===== config.mk =====
export PLATFORM = sky130hd
export DESIGN_NAME = audio_rx_user_capture
export DESIGN_NICKNAME = d
export VERILOG_FILES = /design/src/pkg/audio_rx_pkg.sv /design/src/rtl/biphase_decoder.sv /design/src/rtl/sample_fifo.sv /design/src/rtl/audio_rx_user_capture.sv
export SDC_FILE = /design/constraint.sdc
export NUM_CORES = 2
export LEC_CHECK = 0
export ABC_AREA = 1
export BUFFER_PORTS_ARGS = -buffer_cell sky130_fd_sc_hd__buf_2
export CAP_MARGIN = 20
export CORE_MARGIN = 10
export CORE_UTILIZATION = 40
export DETAILED_ROUTE_END_ITERATION = 16
export GPL_ROUTABILITY_DRIVEN = 0
export PLACE_DENSITY = 0.66
export SETUP_SLACK_MARGIN = 0.15
export SLEW_MARGIN = 15
export SYNTH_ARGS = -nofsm -noshare
export SYNTH_HDL_FRONTEND = slang
export SYNTH_SLANG_ARGS = --single-unit

===== constraint.sdc =====
create_clock -name CLOCK -period 20 [get_ports CLOCK]
set_input_delay 3 -clock CLOCK [delete_from_list [all_inputs] [get_ports CLOCK]]
set_output_delay 3 -clock CLOCK [all_outputs]
set_load 0.02 [all_outputs]

===== src/pkg/audio_rx_pkg.sv =====
// Purpose: shared constants and types of the serial audio receiver
// Assumes: one 200 MHz clock for line, register and stream logic
// Notes:   byte offsets are the printed ones (all multiples of four)
package audio_rx_pkg;
  localparam int          CLOCK_MHZ      = 200;
  localparam int          CLOCK_PERIOD_NS = 1000 / CLOCK_MHZ;
  // register map
  localparam logic [7:0]  SOFT_RESET_OFF = 8'h40;
  localparam logic [7:0]  CONTROL_OFF    = 8'h44;
  localparam logic [7:0]  STATUS_OFF     = 8'h48;
  localparam logic [7:0]  USER_A_OFF     = 8'h64;
  localparam logic [7:0]  USER_A_LAST    = 8'h78;
  localparam logic [7:0]  USER_B_OFF     = 8'h7C;
  localparam logic [7:0]  USER_B_LAST    = 8'h90;
  localparam logic [31:0] SOFT_RESET_KEY = 32'h0000_000A;
  // control fields
  localparam int          CTRL_EN_BIT    = 0;
  localparam int          CTRL_FLUSH_BIT = 1;
  localparam int          CTRL_DIV_LSB   = 2;
  localparam int          CTRL_DIV_W     = 4;
  // transmit divisor codes and their ratios
  localparam logic [3:0]  DIV_CODE_LAST  = 4'h6;
  localparam logic [7:0]  DIV_RATIO [7]  = '{8'h04, 8'h08, 8'h10, 8'h18, 8'h20, 8'h30, 8'h40};
  // line format
  localparam int          BLOCK_BITS     = 192;
  localparam int          WORD_BITS      = 32;
  localparam int          SUB_BITS       = 28;
  localparam int          UBIT_POS       = 25;
  localparam logic [7:0]  LAST_FRAME     = 8'hBF;
  localparam logic [4:0]  LAST_SLOT      = 5'h1B;
  localparam logic [9:0]  CNT_MAX        = 10'h3FF;
  localparam logic [7:0]  WIN_LAST       = 8'hFF;
  // sample buffer
  localparam int          FIFO_DEPTH     = 16;
  localparam int          FIFO_AW        = 4;
  localparam int          FIFO_W         = 32;
  typedef enum logic [1:0] {PRE_B, PRE_M, PRE_W} pre_t;
  typedef enum logic [2:0] {DS_IDLE, DS_PRE2, DS_PRE3, DS_PRE4, DS_BITS} dec_state_t;
endpackage


===== src/rtl/biphase_decoder.sv =====
// Purpose: biphase-mark line decoder producing 28-bit subframe payloads
// Assumes: line input already passed two flip-flops
// Notes:   half-bit width learnt as the shortest interval per 256 edges
module biphase_decoder
  import audio_rx_pkg::*;
(
  input  wire logic              clk,
  input  wire logic              rst_n,
  input  wire logic              clear,
  input  wire logic              line,
  output logic                   sub_valid,
  output logic [SUB_BITS-1:0]    sub_data,
  output pre_t                   sub_pre,
  output logic [9:0]             bit_period
);
  typedef struct packed {
    logic                prev;
    logic [9:0]          cnt;
    logic [9:0]          minv;
    logic [7:0]          win;
    logic [9:0]          half;
    dec_state_t          st;
    pre_t                pre;
    logic                mid;
    logic [4:0]          nbits;
    logic [SUB_BITS-1:0] data;
    logic                valid;
  } dec_st_t;

  dec_st_t q, d;
  logic        edge_seen;
  logic [11:0] len2, h3, h5;
  logic        is_short, is_long, is_pre;

  always_comb begin
    edge_seen = line ^ q.prev;
    len2      = {1'b0, q.cnt, 1'b0};
    h3        = {2'b00, q.half} + {1'b0, q.half, 1'b0};
    h5        = {2'b00, q.half} + {q.half, 2'b00};
    is_short  = len2 < h3;
    is_long   = !is_short && (len2 < h5);
    is_pre    = !is_short && !is_long;
    d         = q;
    d.prev    = line;
    d.valid   = 1'b0;
    d.cnt     = (q.cnt == CNT_MAX) ? q.cnt : q.cnt + 10'h001;
    if (edge_seen) begin
      d.cnt = 10'h001;
      d.win = q.win + 8'h01;
      d.minv = (q.cnt < q.minv) ? q.cnt : q.minv;
      if (q.win == WIN_LAST) begin
        d.half = (q.cnt < q.minv) ? q.cnt : q.minv;
        d.minv = CNT_MAX;
      end
      if (q.half != 10'h000) begin
        case (q.st)
          DS_IDLE: if (is_pre) d.st = DS_PRE2;
          DS_PRE2: begin
            d.pre = is_short ? PRE_B : (is_long ? PRE_W : PRE_M);
            d.st  = DS_PRE3;
          end
          DS_PRE3: d.st = DS_PRE4;
          DS_PRE4: begin
            d.st    = DS_BITS;
            d.nbits = 5'h00;
            d.mid   = 1'b0;
          end
          DS_BITS: begin
            if (is_pre) begin
              d.st = DS_PRE2;
            end else if (is_long || q.mid) begin
              d.data  = {is_short, q.data[SUB_BITS-1:1]};
              d.mid   = 1'b0;
              d.nbits = q.nbits + 5'h01;
              if (q.nbits == LAST_SLOT) begin
                d.valid = 1'b1;
                d.st    = DS_IDLE;
              end
            end else begin
              d.mid = 1'b1;
            end
          end
          default: d.st = DS_IDLE;
        endcase
      end
    end
    if (clear) begin
      d       = '0;
      d.minv  = CNT_MAX;
      d.prev  = line;
    end
  end

  always_ff @(posedge clk or negedge rst_n) begin
    if (!rst_n) begin
      q <= '0;
    end else begin
      q <= d;
    end
  end

  assign sub_valid  = q.valid;
  assign sub_data   = q.data;
  assign sub_pre    = q.pre;
  assign bit_period = {q.half[8:0], 1'b0};
endmodule


===== src/rtl/sample_fifo.sv =====
// Purpose: sample buffer between line decoder and output stream
// Assumes: writer cannot stall, so a full buffer drops the newest sample
// Notes:   flush empties the buffer without touching anything else
module sample_fifo
  import audio_rx_pkg::*;
(
  input  wire logic              clk,
  input  wire logic              rst_n,
  input  wire logic              flush,
  input  wire logic              in_valid,
  output logic                   in_ready,
  input  wire logic [FIFO_W-1:0] in_data,
  output logic                   out_valid,
  input  wire logic              out_ready,
  output logic [FIFO_W-1:0]      out_data
);
  typedef struct packed {
    logic [FIFO_DEPTH-1:0][FIFO_W-1:0] mem;
    logic [FIFO_AW:0]                  wr;
    logic [FIFO_AW:0]                  rd;
  } fifo_st_t;

  fifo_st_t q, d;
  logic full, empty;

  always_comb begin
    empty     = q.wr == q.rd;
    full      = (q.wr[FIFO_AW] != q.rd[FIFO_AW]) && (q.wr[FIFO_AW-1:0] == q.rd[FIFO_AW-1:0]);
    in_ready  = !full;
    out_valid = !empty;
    out_data  = q.mem[q.rd[FIFO_AW-1:0]];
    d         = q;
    if (in_valid && !full) begin
      d.mem[q.wr[FIFO_AW-1:0]] = in_data;
      d.wr = q.wr + 1'b1;
    end
    if (out_ready && !empty) d.rd = q.rd + 1'b1;
    if (flush) begin
      d.wr = '0;
      d.rd = '0;
    end
  end

  always_ff @(posedge clk or negedge rst_n) begin
    if (!rst_n) begin
      q <= '0;
    end else begin
      q <= d;
    end
  end
endmodule


===== src/rtl/audio_rx_user_capture.sv =====
// Purpose: serial audio receiver with user-data capture banks and register slave
// Assumes: line, register bus and stream share CLOCK; line input is asynchronous
// Notes:   user banks update once per complete 192-frame block

// Summary of operation
// - channel A user block held in six read-only words at 0x64..0x78
// - channel B user block held in six read-only words at 0x7C..0x90
// - banks update only when built as receiver with user registers enabled
// - word n of a bank holds user bits 32n+31 down to 32n
// - user words are read-only and read zero until data is captured
// - line, register and stream logic each run on their assigned clock
// - register reads and writes are handled on the register-bus clock
// - samples pass from line logic to stream through a buffer
// - transmit clock is a sample-rate multiple with a matching divisor programmed
// - bus reset returns the whole design to reset; soft reset does too, except the two line-input sync flops
// - stream reset clears only the buffer and stream logic
// - a control bit flushes the sample buffer alone
// - stereo up to 192 kHz, 32-bit subframe per channel
// - divisor codes 0..6 select ratios 4,8,16,24,32,48,64; others reserved
// - writing one to control bit 1 flushes the active buffer
// - control bit 0 enables the core; idle while zero
module audio_rx_user_capture
  import audio_rx_pkg::*;
#(
  parameter bit BUILD_RX     = 1'b1,
  parameter bit USER_REGS_EN = 1'b1
) (
  input  wire logic        CLOCK,
  input  wire logic        RESETN,
  input  wire logic        STREAM_RESETN,
  input  wire logic        AUDIO_IN,
  input  wire logic [7:0]  S_AXI_AWADDR,
  input  wire logic        S_AXI_AWVALID,
  output logic             S_AXI_AWREADY,
  input  wire logic [31:0] S_AXI_WDATA,
  input  wire logic [3:0]  S_AXI_WSTRB,
  input  wire logic        S_AXI_WVALID,
  output logic             S_AXI_WREADY,
  output logic [1:0]       S_AXI_BRESP,
  output logic             S_AXI_BVALID,
  input  wire logic        S_AXI_BREADY,
  input  wire logic [7:0]  S_AXI_ARADDR,
  input  wire logic        S_AXI_ARVALID,
  output logic             S_AXI_ARREADY,
  output logic [31:0]      S_AXI_RDATA,
  output logic [1:0]       S_AXI_RRESP,
  output logic             S_AXI_RVALID,
  input  wire logic        S_AXI_RREADY,
  output logic [31:0]      M_AXIS_TDATA,
  output logic             M_AXIS_TVALID,
  input  wire logic        M_AXIS_TREADY
);
  typedef struct packed {
    logic                  sync1;
    logic                  sync2;
    logic                  bvalid;
    logic                  rvalid;
    logic [31:0]           rdata;
    logic                  en;
    logic [CTRL_DIV_W-1:0] div;
    logic                  flush;
    logic                  sres;
    logic                  synced;
    logic [7:0]            frame;
    logic [BLOCK_BITS-1:0] sha;
    logic [BLOCK_BITS-1:0] shb;
    logic [BLOCK_BITS-1:0] ua;
    logic [BLOCK_BITS-1:0] ub;
  } top_st_t;

  top_st_t q, d;

  logic                  sub_valid;
  logic [SUB_BITS-1:0]   sub_data;
  pre_t                  sub_pre;
  logic [9:0]            bit_period;
  logic                  fifo_rst_n;
  logic                  wr_take;
  logic                  rd_take;
  logic [7:0]            rd_rel;
  logic [2:0]            rd_word;
  logic [31:0]           rd_val;
  logic                  chan_b;
  logic                  capture_on;
  logic                  dec_clear;
  logic [FIFO_W-1:0]     sample_word;

  // disabled core keeps the decoder idle
  assign dec_clear = !q.en || q.sres || !BUILD_RX;

  biphase_decoder u_dec (
    .clk        (CLOCK),
    .rst_n      (RESETN),
    .clear      (dec_clear),
    .line       (q.sync2),
    .sub_valid  (sub_valid),
    .sub_data   (sub_data),
    .sub_pre    (sub_pre),
    .bit_period (bit_period)
  );

  // stream reset touches only buffer and stream
  assign fifo_rst_n  = RESETN && STREAM_RESETN;
  assign chan_b      = sub_pre == PRE_W;
  assign sample_word = {2'b00, chan_b, sub_pre == PRE_B, sub_data};

  sample_fifo u_fifo (
    .clk       (CLOCK),
    .rst_n     (fifo_rst_n),
    .flush     (q.flush || q.sres),
    .in_valid  (sub_valid),
    .in_ready  (),
    .in_data   (sample_word),
    .out_valid (M_AXIS_TVALID),
    .out_ready (M_AXIS_TREADY),
    .out_data  (M_AXIS_TDATA)
  );

  // register slave on the bus clock
  always_comb begin
    wr_take       = S_AXI_AWVALID && S_AXI_WVALID && !q.bvalid;
    rd_take       = S_AXI_ARVALID && !q.rvalid;
    S_AXI_AWREADY = wr_take;
    S_AXI_WREADY  = wr_take;
    S_AXI_ARREADY = !q.rvalid;
    S_AXI_BVALID  = q.bvalid;
    S_AXI_BRESP   = 2'b00;
    S_AXI_RVALID  = q.rvalid;
    S_AXI_RRESP   = 2'b00;
    S_AXI_RDATA   = q.rdata;
  end

  // word n maps to bits 32n+31..32n
  always_comb begin
    rd_rel  = 8'h00;
    rd_word = 3'h0;
    rd_val  = 32'h0000_0000;
    if (S_AXI_ARADDR >= USER_A_OFF && S_AXI_ARADDR <= USER_A_LAST) begin
      rd_rel  = S_AXI_ARADDR - USER_A_OFF;
      rd_word = rd_rel[4:2];
      rd_val  = q.ua[rd_word * WORD_BITS +: WORD_BITS];
    end else if (S_AXI_ARADDR >= USER_B_OFF && S_AXI_ARADDR <= USER_B_LAST) begin
      rd_rel  = S_AXI_ARADDR - USER_B_OFF;
      rd_word = rd_rel[4:2];
      rd_val  = q.ub[rd_word * WORD_BITS +: WORD_BITS];
    end else if (S_AXI_ARADDR == CONTROL_OFF) begin
      rd_val[CTRL_EN_BIT] = q.en;
      rd_val[CTRL_DIV_LSB +: CTRL_DIV_W] = q.div;
    end else if (S_AXI_ARADDR == STATUS_OFF) begin
      rd_val[9:0] = bit_period;
    end
  end

  assign capture_on = BUILD_RX && USER_REGS_EN && q.en;

  always_comb begin
    d       = q;
    d.sync1 = AUDIO_IN;
    d.sync2 = q.sync1;
    d.flush = 1'b0;
    d.sres  = 1'b0;
    if (q.bvalid && S_AXI_BREADY) d.bvalid = 1'b0;
    if (q.rvalid && S_AXI_RREADY) d.rvalid = 1'b0;
    if (rd_take) begin
      d.rvalid = 1'b1;
      d.rdata  = rd_val;
    end
    // writes to user words are ignored
    if (wr_take) begin
      d.bvalid = 1'b1;
      if (S_AXI_AWADDR == CONTROL_OFF && S_AXI_WSTRB[0]) begin
        d.en    = S_AXI_WDATA[CTRL_EN_BIT];
        d.flush = S_AXI_WDATA[CTRL_FLUSH_BIT];
        if (S_AXI_WDATA[CTRL_DIV_LSB +: CTRL_DIV_W] <= DIV_CODE_LAST)
          d.div = S_AXI_WDATA[CTRL_DIV_LSB +: CTRL_DIV_W];
      end
      if (S_AXI_AWADDR == SOFT_RESET_OFF && S_AXI_WDATA == SOFT_RESET_KEY) d.sres = 1'b1;
    end
    // capture gated by build and enable
    if (capture_on && sub_valid) begin
      if (sub_pre == PRE_B) begin
        d.synced  = 1'b1;
        d.frame   = 8'h00;
        d.sha[0]  = sub_data[UBIT_POS];
      end else if (sub_pre == PRE_M && q.synced) begin
        d.sha[q.frame] = sub_data[UBIT_POS];
      end else if (chan_b && q.synced) begin
        d.shb[q.frame] = sub_data[UBIT_POS];
        d.frame        = q.frame + 8'h01;
        if (q.frame == LAST_FRAME) begin
          d.ua     = q.sha;
          d.ub     = q.shb;
          d.ub[LAST_FRAME] = sub_data[UBIT_POS];
          d.synced = 1'b0;
        end
      end
    end
    if (q.sres) begin
      d        = '0;
      d.sync1  = q.sync1;
      d.sync2  = q.sync2;
    end
  end

  // single clock serves all three roles here
  always_ff @(posedge CLOCK or negedge RESETN) begin
    if (!RESETN) begin
      q <= '0;
    end else begin
      q <= d;
    end
  end
endmodule


==> After elaboration in Yosys (flattened, before gate mapping) <==
Index checks and enable logic that the tools add are counted.
{ "classes": {"add_sub_neg": 10, "mul": 0, "div_mod_pow": 0, "order_cmp": 13, "eq_ne": 28, "shifts": 2, "muxes": 62, "bitwise_logic": 1, "reduce_logical": 69} }
{ "op_table": {"columns": ["operator", "count"], "rows": [
  ["$mux 576", 3],
  ["$mux 818", 1],
  ["$mux 777", 1],
  ["$bwmux 512", 1],
  ["$bwmux 192", 2],
  ["$mux 384", 1],
  ["$shiftx 192x9->32", 2],
  ["$mux 192", 1],
  ["$mux 191", 1],
  ["$mux 78", 2],
  ["$bmux 32 s4", 1],
  ["$demux 32 s4", 1],
  ["$mux 32", 3],
  ["$mux 10", 7],
  ["$mux 40", 1],
  ["$mux 35", 1],
  ["$mux 34", 1],
  ["$mux 33", 1],
  ["$eq 32x4->1 const B", 1],
  ["$eq 8x7->1 const B", 4],
  ["$reduce_bool 2->1", 16],
  ["$mux 29", 1],
  ["$mux 9", 3],
  ["$lt 11x12->1", 2],
  ["other kinds (54)", 127]
]} }
{ "totals": {"reg_bits": 1421, "latchBits": 0, "mem_bits_rw": 0, "mem_bits_ro": 0, "inputBits": 62, "output_inout_bits": 74, "wordCells": 230, "mem_count": 0} }

==> Longest topological paths before layout <==
{ "logic_depth": {"depth_word": 11, "mapped_depth": 24} }

==> Hierarchy <==
From an unflattened synthesis, not the netlist that was laid out.
{ "hier_totals": {"hier_cells": 9219, "area_unflattened_um2": 73953.4} }
{ "modules_own_cells": {"columns": ["mod", "instances", "cells_per_inst", "area_each_um2"], "rows": [
  ["audio_rx_user_capture", 1, 4982, 41627.4],
  ["sample_fifo", 1, 3500, 26761.9],
  ["biphase_decoder", 1, 737, 5564.1]
]} }

==> Least setup slack after synthesis <==
No wires, ideal clock.
{ "synth_timing": {"path_kind": "input-to-output", "start": "in S_AXI_AWVALID", "end": "out S_AXI_WREADY", "arrival_ns": 3.459, "required_time_ns": 17.000, "path_slack_ns": 13.541, "cell_stages": 3, "path_buffers": 1, "path_cell_list": "nand3_1 -> inv_1 -> buf_4"} }
{ "synth_via": {"elab_chain_cells": 2} }
{ "synth_rtl": {"columns": ["item", "line", "source"], "rows": [
  ["from (decl)", "audio_rx_user_capture.sv:33", "input wire logic S_AXI_AWVALID,"],
  ["$logic_and 1x1->1 (2 in series)", "audio_rx_user_capture.sv:121", "wr_take = S_AXI_AWVALID && S_AXI_WVALID && !q.bvalid;"],
  ["to (decl)", "audio_rx_user_capture.sv:38", "output logic S_AXI_WREADY,"]
]} }
No other way between the ends.

==> Worst setup path after layout <==
{ "layout_timing": {"start": "reg u_fifo.q[0] (netlist bit)", "end": "out M_AXIS_TDATA[5]"} }
{ "layout_via": {"elab_chain_cells": 2} }
{ "layout_rtl": {"columns": ["item", "line", "source"], "rows": [
  ["from (decl)", "sample_fifo.sv:23", "fifo_st_t q, d;"],
  ["from (signal assigned)", "sample_fifo.sv:46", "q <= '0;"],
  ["from (signal assigned)", "sample_fifo.sv:48", "q <= d;"],
  ["$bmux 32 s4", "sample_fifo.sv:31", "out_data = q.mem[q.rd[FIFO_AW-1:0]];"],
  ["$mux 32 (not written as such)", "sample_fifo.sv:31", null],
  ["to (decl)", "audio_rx_user_capture.sv:49", "output logic [31:0] M_AXIS_TDATA,"]
]} }
No other way between the ends. The select of a mux whose other input is x is not followed.

==> impl_metrics.json <==
{
  "clk_path_buf_depth": 3,
  "drc": 0,
  "core-area_um2": 163000,
  "die_y_um": 425,
  "drive_gt1_share_pct": 6.81,
  "crit_chain": "buf_4 > buf_4 > mux2i_1 > o221ai_1 > nand3_1 > nand3_1 > buf_2",
  "period_share_pct": 38.9,
  "cts_setup_buffers": 0,
  "overflow": 0,
  "numCtsBuffers": 150,
  "p_leak_nw": 32.0,
  "port-buffer-count": 126,
  "regToRegEndpoint": "u_dec.sub_data[20]$_DFFE_PN0P_",
  "drt_iter0_markers": 6276,
  "wl_um": 198000,
  "fillers": 15800,
  "worst_pin_slew_ps": 1130,
  "postSynthCellCount": 7934,
  "area_delta_synth_final_pct": 9.76,
  "synth-seq-cells": 1388,
  "dieArea_um2": 181000,
  "hold_buffers": 0,
  "rsz0062_at_grt": "false",
  "critPathKind": "flip-flop to output port",
  "cts.sinks": 1388,
  "post-route-util_pct": 44.2,
  "seq_area_frac_synth_pct": 52.8,
  "synth_area_leader_cell": "dfrtp_1",
  "worst-path-stages": 7,
  "rows": 148,
  "finClkSkew_ps": 28.4,
  "yosys_warnings": 0,
  "insertion_delay_ps": 810,
  "async_flop_share_pct": 100,
  "cpPeakStageDelay_ps": 1050,
  "cp_max_fo": 93,
  "io_pins": 136,
  "r2r_setup_slack_ps": 15650,
  "reg2regPathDepth": 19,
  "hold_viol_final": 0,
  "endpoint_kind": "output port",
  "drtAntennaViolNets": 0,
  "hold_depth": 1,
  "die_width_um": 425,
  "regToRegStartpoint": "u_dec.bit_period[3]$_DFFE_PN0P_",
  "cts-root-buf": "clkbuf_16",
  "syn_area_per_cell_um2": 8.29,
  "first_pass_iters": 6,
  "critPathBufInv": 3,
  "synth.top_cell.area_share_pct": 52.8,
  "htree_levels": 4,
  "startpoint": "u_fifo.q[0]$_DFFE_PN0P_",
  "wire_per_inst_um": 19.9,
  "synthTopCellsByArea": "dfrtp_1 (53%), nand2_1 (11%), o21ai_0 (9.8%)",
  "status": "completed",
  "synth_edf_count": 0,
  "finalWorstSetupSlack_ps": 12220,
  "p_per_area_nw_per_um2": 84.3,
  "path_clk_slew_ps": 70,
  "ys.flop_type": "dfrtp_1",
  "cts_tree": "yes",
  "dp_slack_ps": 13000,
  "cp-endpoint": "M_AXIS_TDATA[5]",
  "min_period_ps": 7780,
  "cap_violations": 0,
  "setup_tns_ps": 0,
  "netlist_area_um2": 65800,
  "viasPerCell": 5.63,
  "grt_pass1_wl_um": 310000,
  "relSlewSlack_pct": 24.7,
  "irDropWorstVdd_mv": 0.0741,
  "cp_data_required_time_ps": 17000,
  "num_antenna_cells": 0,
  "synthDistinctLibCells": 57,
  "hp-class": "flip-flop to flip-flop",
  "setup_viol": 0,
  "vias": 55900,
  "grt.total_usage_pct": 21.3,
  "arrival_ps": 4780,
  "cp_slowest_cell": "dfrtp_4",
  "start_util_pct": 40.3,
  "grt_pass1_vias": 53800,
  "path_delay_family": "buffers and inverters",
  "grt_start_max_net_pins": 205,
  "antenna_found_initial": 1,
  "fmax_ghz": 0.128,
  "slew_violations": 0,
  "finalNetCount": 7781,
  "ctsResizeCount": 0,
  "hpwl_um": 107000,
  "critical_path.startpoint_type": "flip-flop"
}
## cell usage after synthesis (9+ instances only)
library cell	instances
inv_2	18
ha_1	65
o21ai_1	97
dfrtp_1	1388
inv_1	289
o31ai_1	9
mux2i_1	48
buf_4	75
o211ai_1	57
o221ai_1	52
buf_1	54
nor3_1	63
clkbuf_1	315
o2bb2ai_1	11
nand3_1	852
xor2_1	22
o32ai_1	72
nand4_1	19
o22ai_1	48
buf_2	186
nand4_4	16
buf_6	29
o21ai_0	1285
a21oi_1	146
a31oi_1	11
nor2_1	671
nand2_1	1974
## worst reg2reg max path, stage by stage, from the launching register on
cell     delay (ps)
dfrtp_1         470
ha_1            300
inv_1            80
fa_1            400
o21ai_0         340
a21oi_1         150
o21ai_0         290
nand2_1          80
nand2_1          70
a21oi_1          70
xor2_1          150
ha_1            300
nand2_1          90
nand2_1          50
nand2_1          70
nor2_1           80
nor2_1          170
nand3_2         690
nand3_1         300
nand2_1          80
## cell families after synthesis
family,Yosys count,synth area share (%)
mux,48,0.731
fa+ha+maj,67,1.30
flops,1388,52.8
buf+inv,973,6.71
compound gates,1810,15.0
xor+xnor,28,0.396
other cells,1,0.00570
simple gates,3619,23.0
## worst min path at each step
stage | from | endpoint | slack, ps
after detailed placement | u_dec.q[57]$_DFFE_PN0N_ | u_dec.q[57]$_DFFE_PN0N_ | 450
after floorplan | q[818]$_DFFE_PN0N_ | u_dec.q[78]$_DFF_PN0_ | 390
after global routing | u_dec.q[57]$_DFFE_PN0N_ | u_dec.q[57]$_DFFE_PN0N_ | 480
after global placement | q[43]$_DFFE_PN0P_ | q[43]$_DFFE_PN0P_ | 460
final | u_dec.q[57]$_DFFE_PN0N_ | u_dec.q[57]$_DFFE_PN0N_ | 470
after CTS | u_dec.q[57]$_DFFE_PN0N_ | u_dec.q[57]$_DFFE_PN0N_ | 470
## power by group
group / total (mW) / switching (mW) / internal, mW
Combinational: 0.319 / 0.243 / 0.0768
Sequential: 2.85 / 0.0190 / 2.83
Clock: 2.92 / 1.21 / 1.71
## final cells by class
type	instances	area, um^2	area share, %
Timing Repair Buffer	222	1630	2.26
Tap cell	2175	2720	3.77
Multi-Input combinational cell	5578	26700	37.0
Clock buffer	210	4360	6.04
Sequential cell	1388	34700	48.1
Inverter	312	1210	1.67
Clock inverter	54	791	1.10
## metrics by stage
step | hold slack [ps] | total power, mW | cell area, um^2 | cells
floorplan | 387 | 3.08 | 65800 | 7939
global placement | 457 | 3.22 | 66700 | 9661
detailed placement | 454 | 3.22 | 66800 | 9663
global route | 485 | 6.28 | 72200 | 9939
CTS | 474 | 6.13 | 71900 | 9927
finish | 475 | 6.09 | 72200 | 9939
## per-layer routing
layer  part of all wire, %  vias to the layer above  track usage [%]  routed length [um]
met5                0.0066                        -                0                  13
met4                   3.9                        2             8.49                7680
met3                   6.7                      430             3.18               13200
met2                    47                     2058             35.2               93800
met1                    42                    27500             28.0               83200
li1                      -                    25900                -                   -
## layout by cell type, fill, tap and decap left out, types with 11 or more instances in the layout
| cell | count |
|---|---|
| ha_1 | 64 |
| o21ai_1 | 97 |
| clkbuf_1 | 24 |
| nor2_1 | 664 |
| o32ai_1 | 72 |
| inv_1 | 286 |
| o22ai_1 | 48 |
| nand4_4 | 16 |
| a31oi_1 | 11 |
| clkinv_2 | 20 |
| inv_2 | 15 |
| bufinv_16 | 14 |
| nor3_1 | 63 |
| o211ai_1 | 57 |
| dfrtp_1 | 1384 |
| buf_2 | 124 |
| nand4_1 | 19 |
| nand3_1 | 852 |
| buf_12 | 19 |
| a21oi_1 | 145 |
| clkbuf_16 | 152 |
| o21ai_0 | 1285 |
| o221ai_1 | 52 |
| o2bb2ai_1 | 11 |
| clkbuf_8 | 34 |
| xor2_1 | 22 |
| mux2i_1 | 48 |
| nand2_1 | 1972 |
| buf_4 | 75 |
## sequential cells by signal (all words and copies together) (netlist names)
register,count
S_AXI_BVALID,1
S_AXI_RDATA,32
S_AXI_RVALID,1
capture_on,1
q,784
u_dec.bit_period,9
u_dec.len2,10
u_dec.q,29
u_dec.sub_data,28
u_dec.sub_pre,2
u_dec.sub_valid,1
u_fifo.q,490
Note: power is estimated with default switching activity, not from simulation.
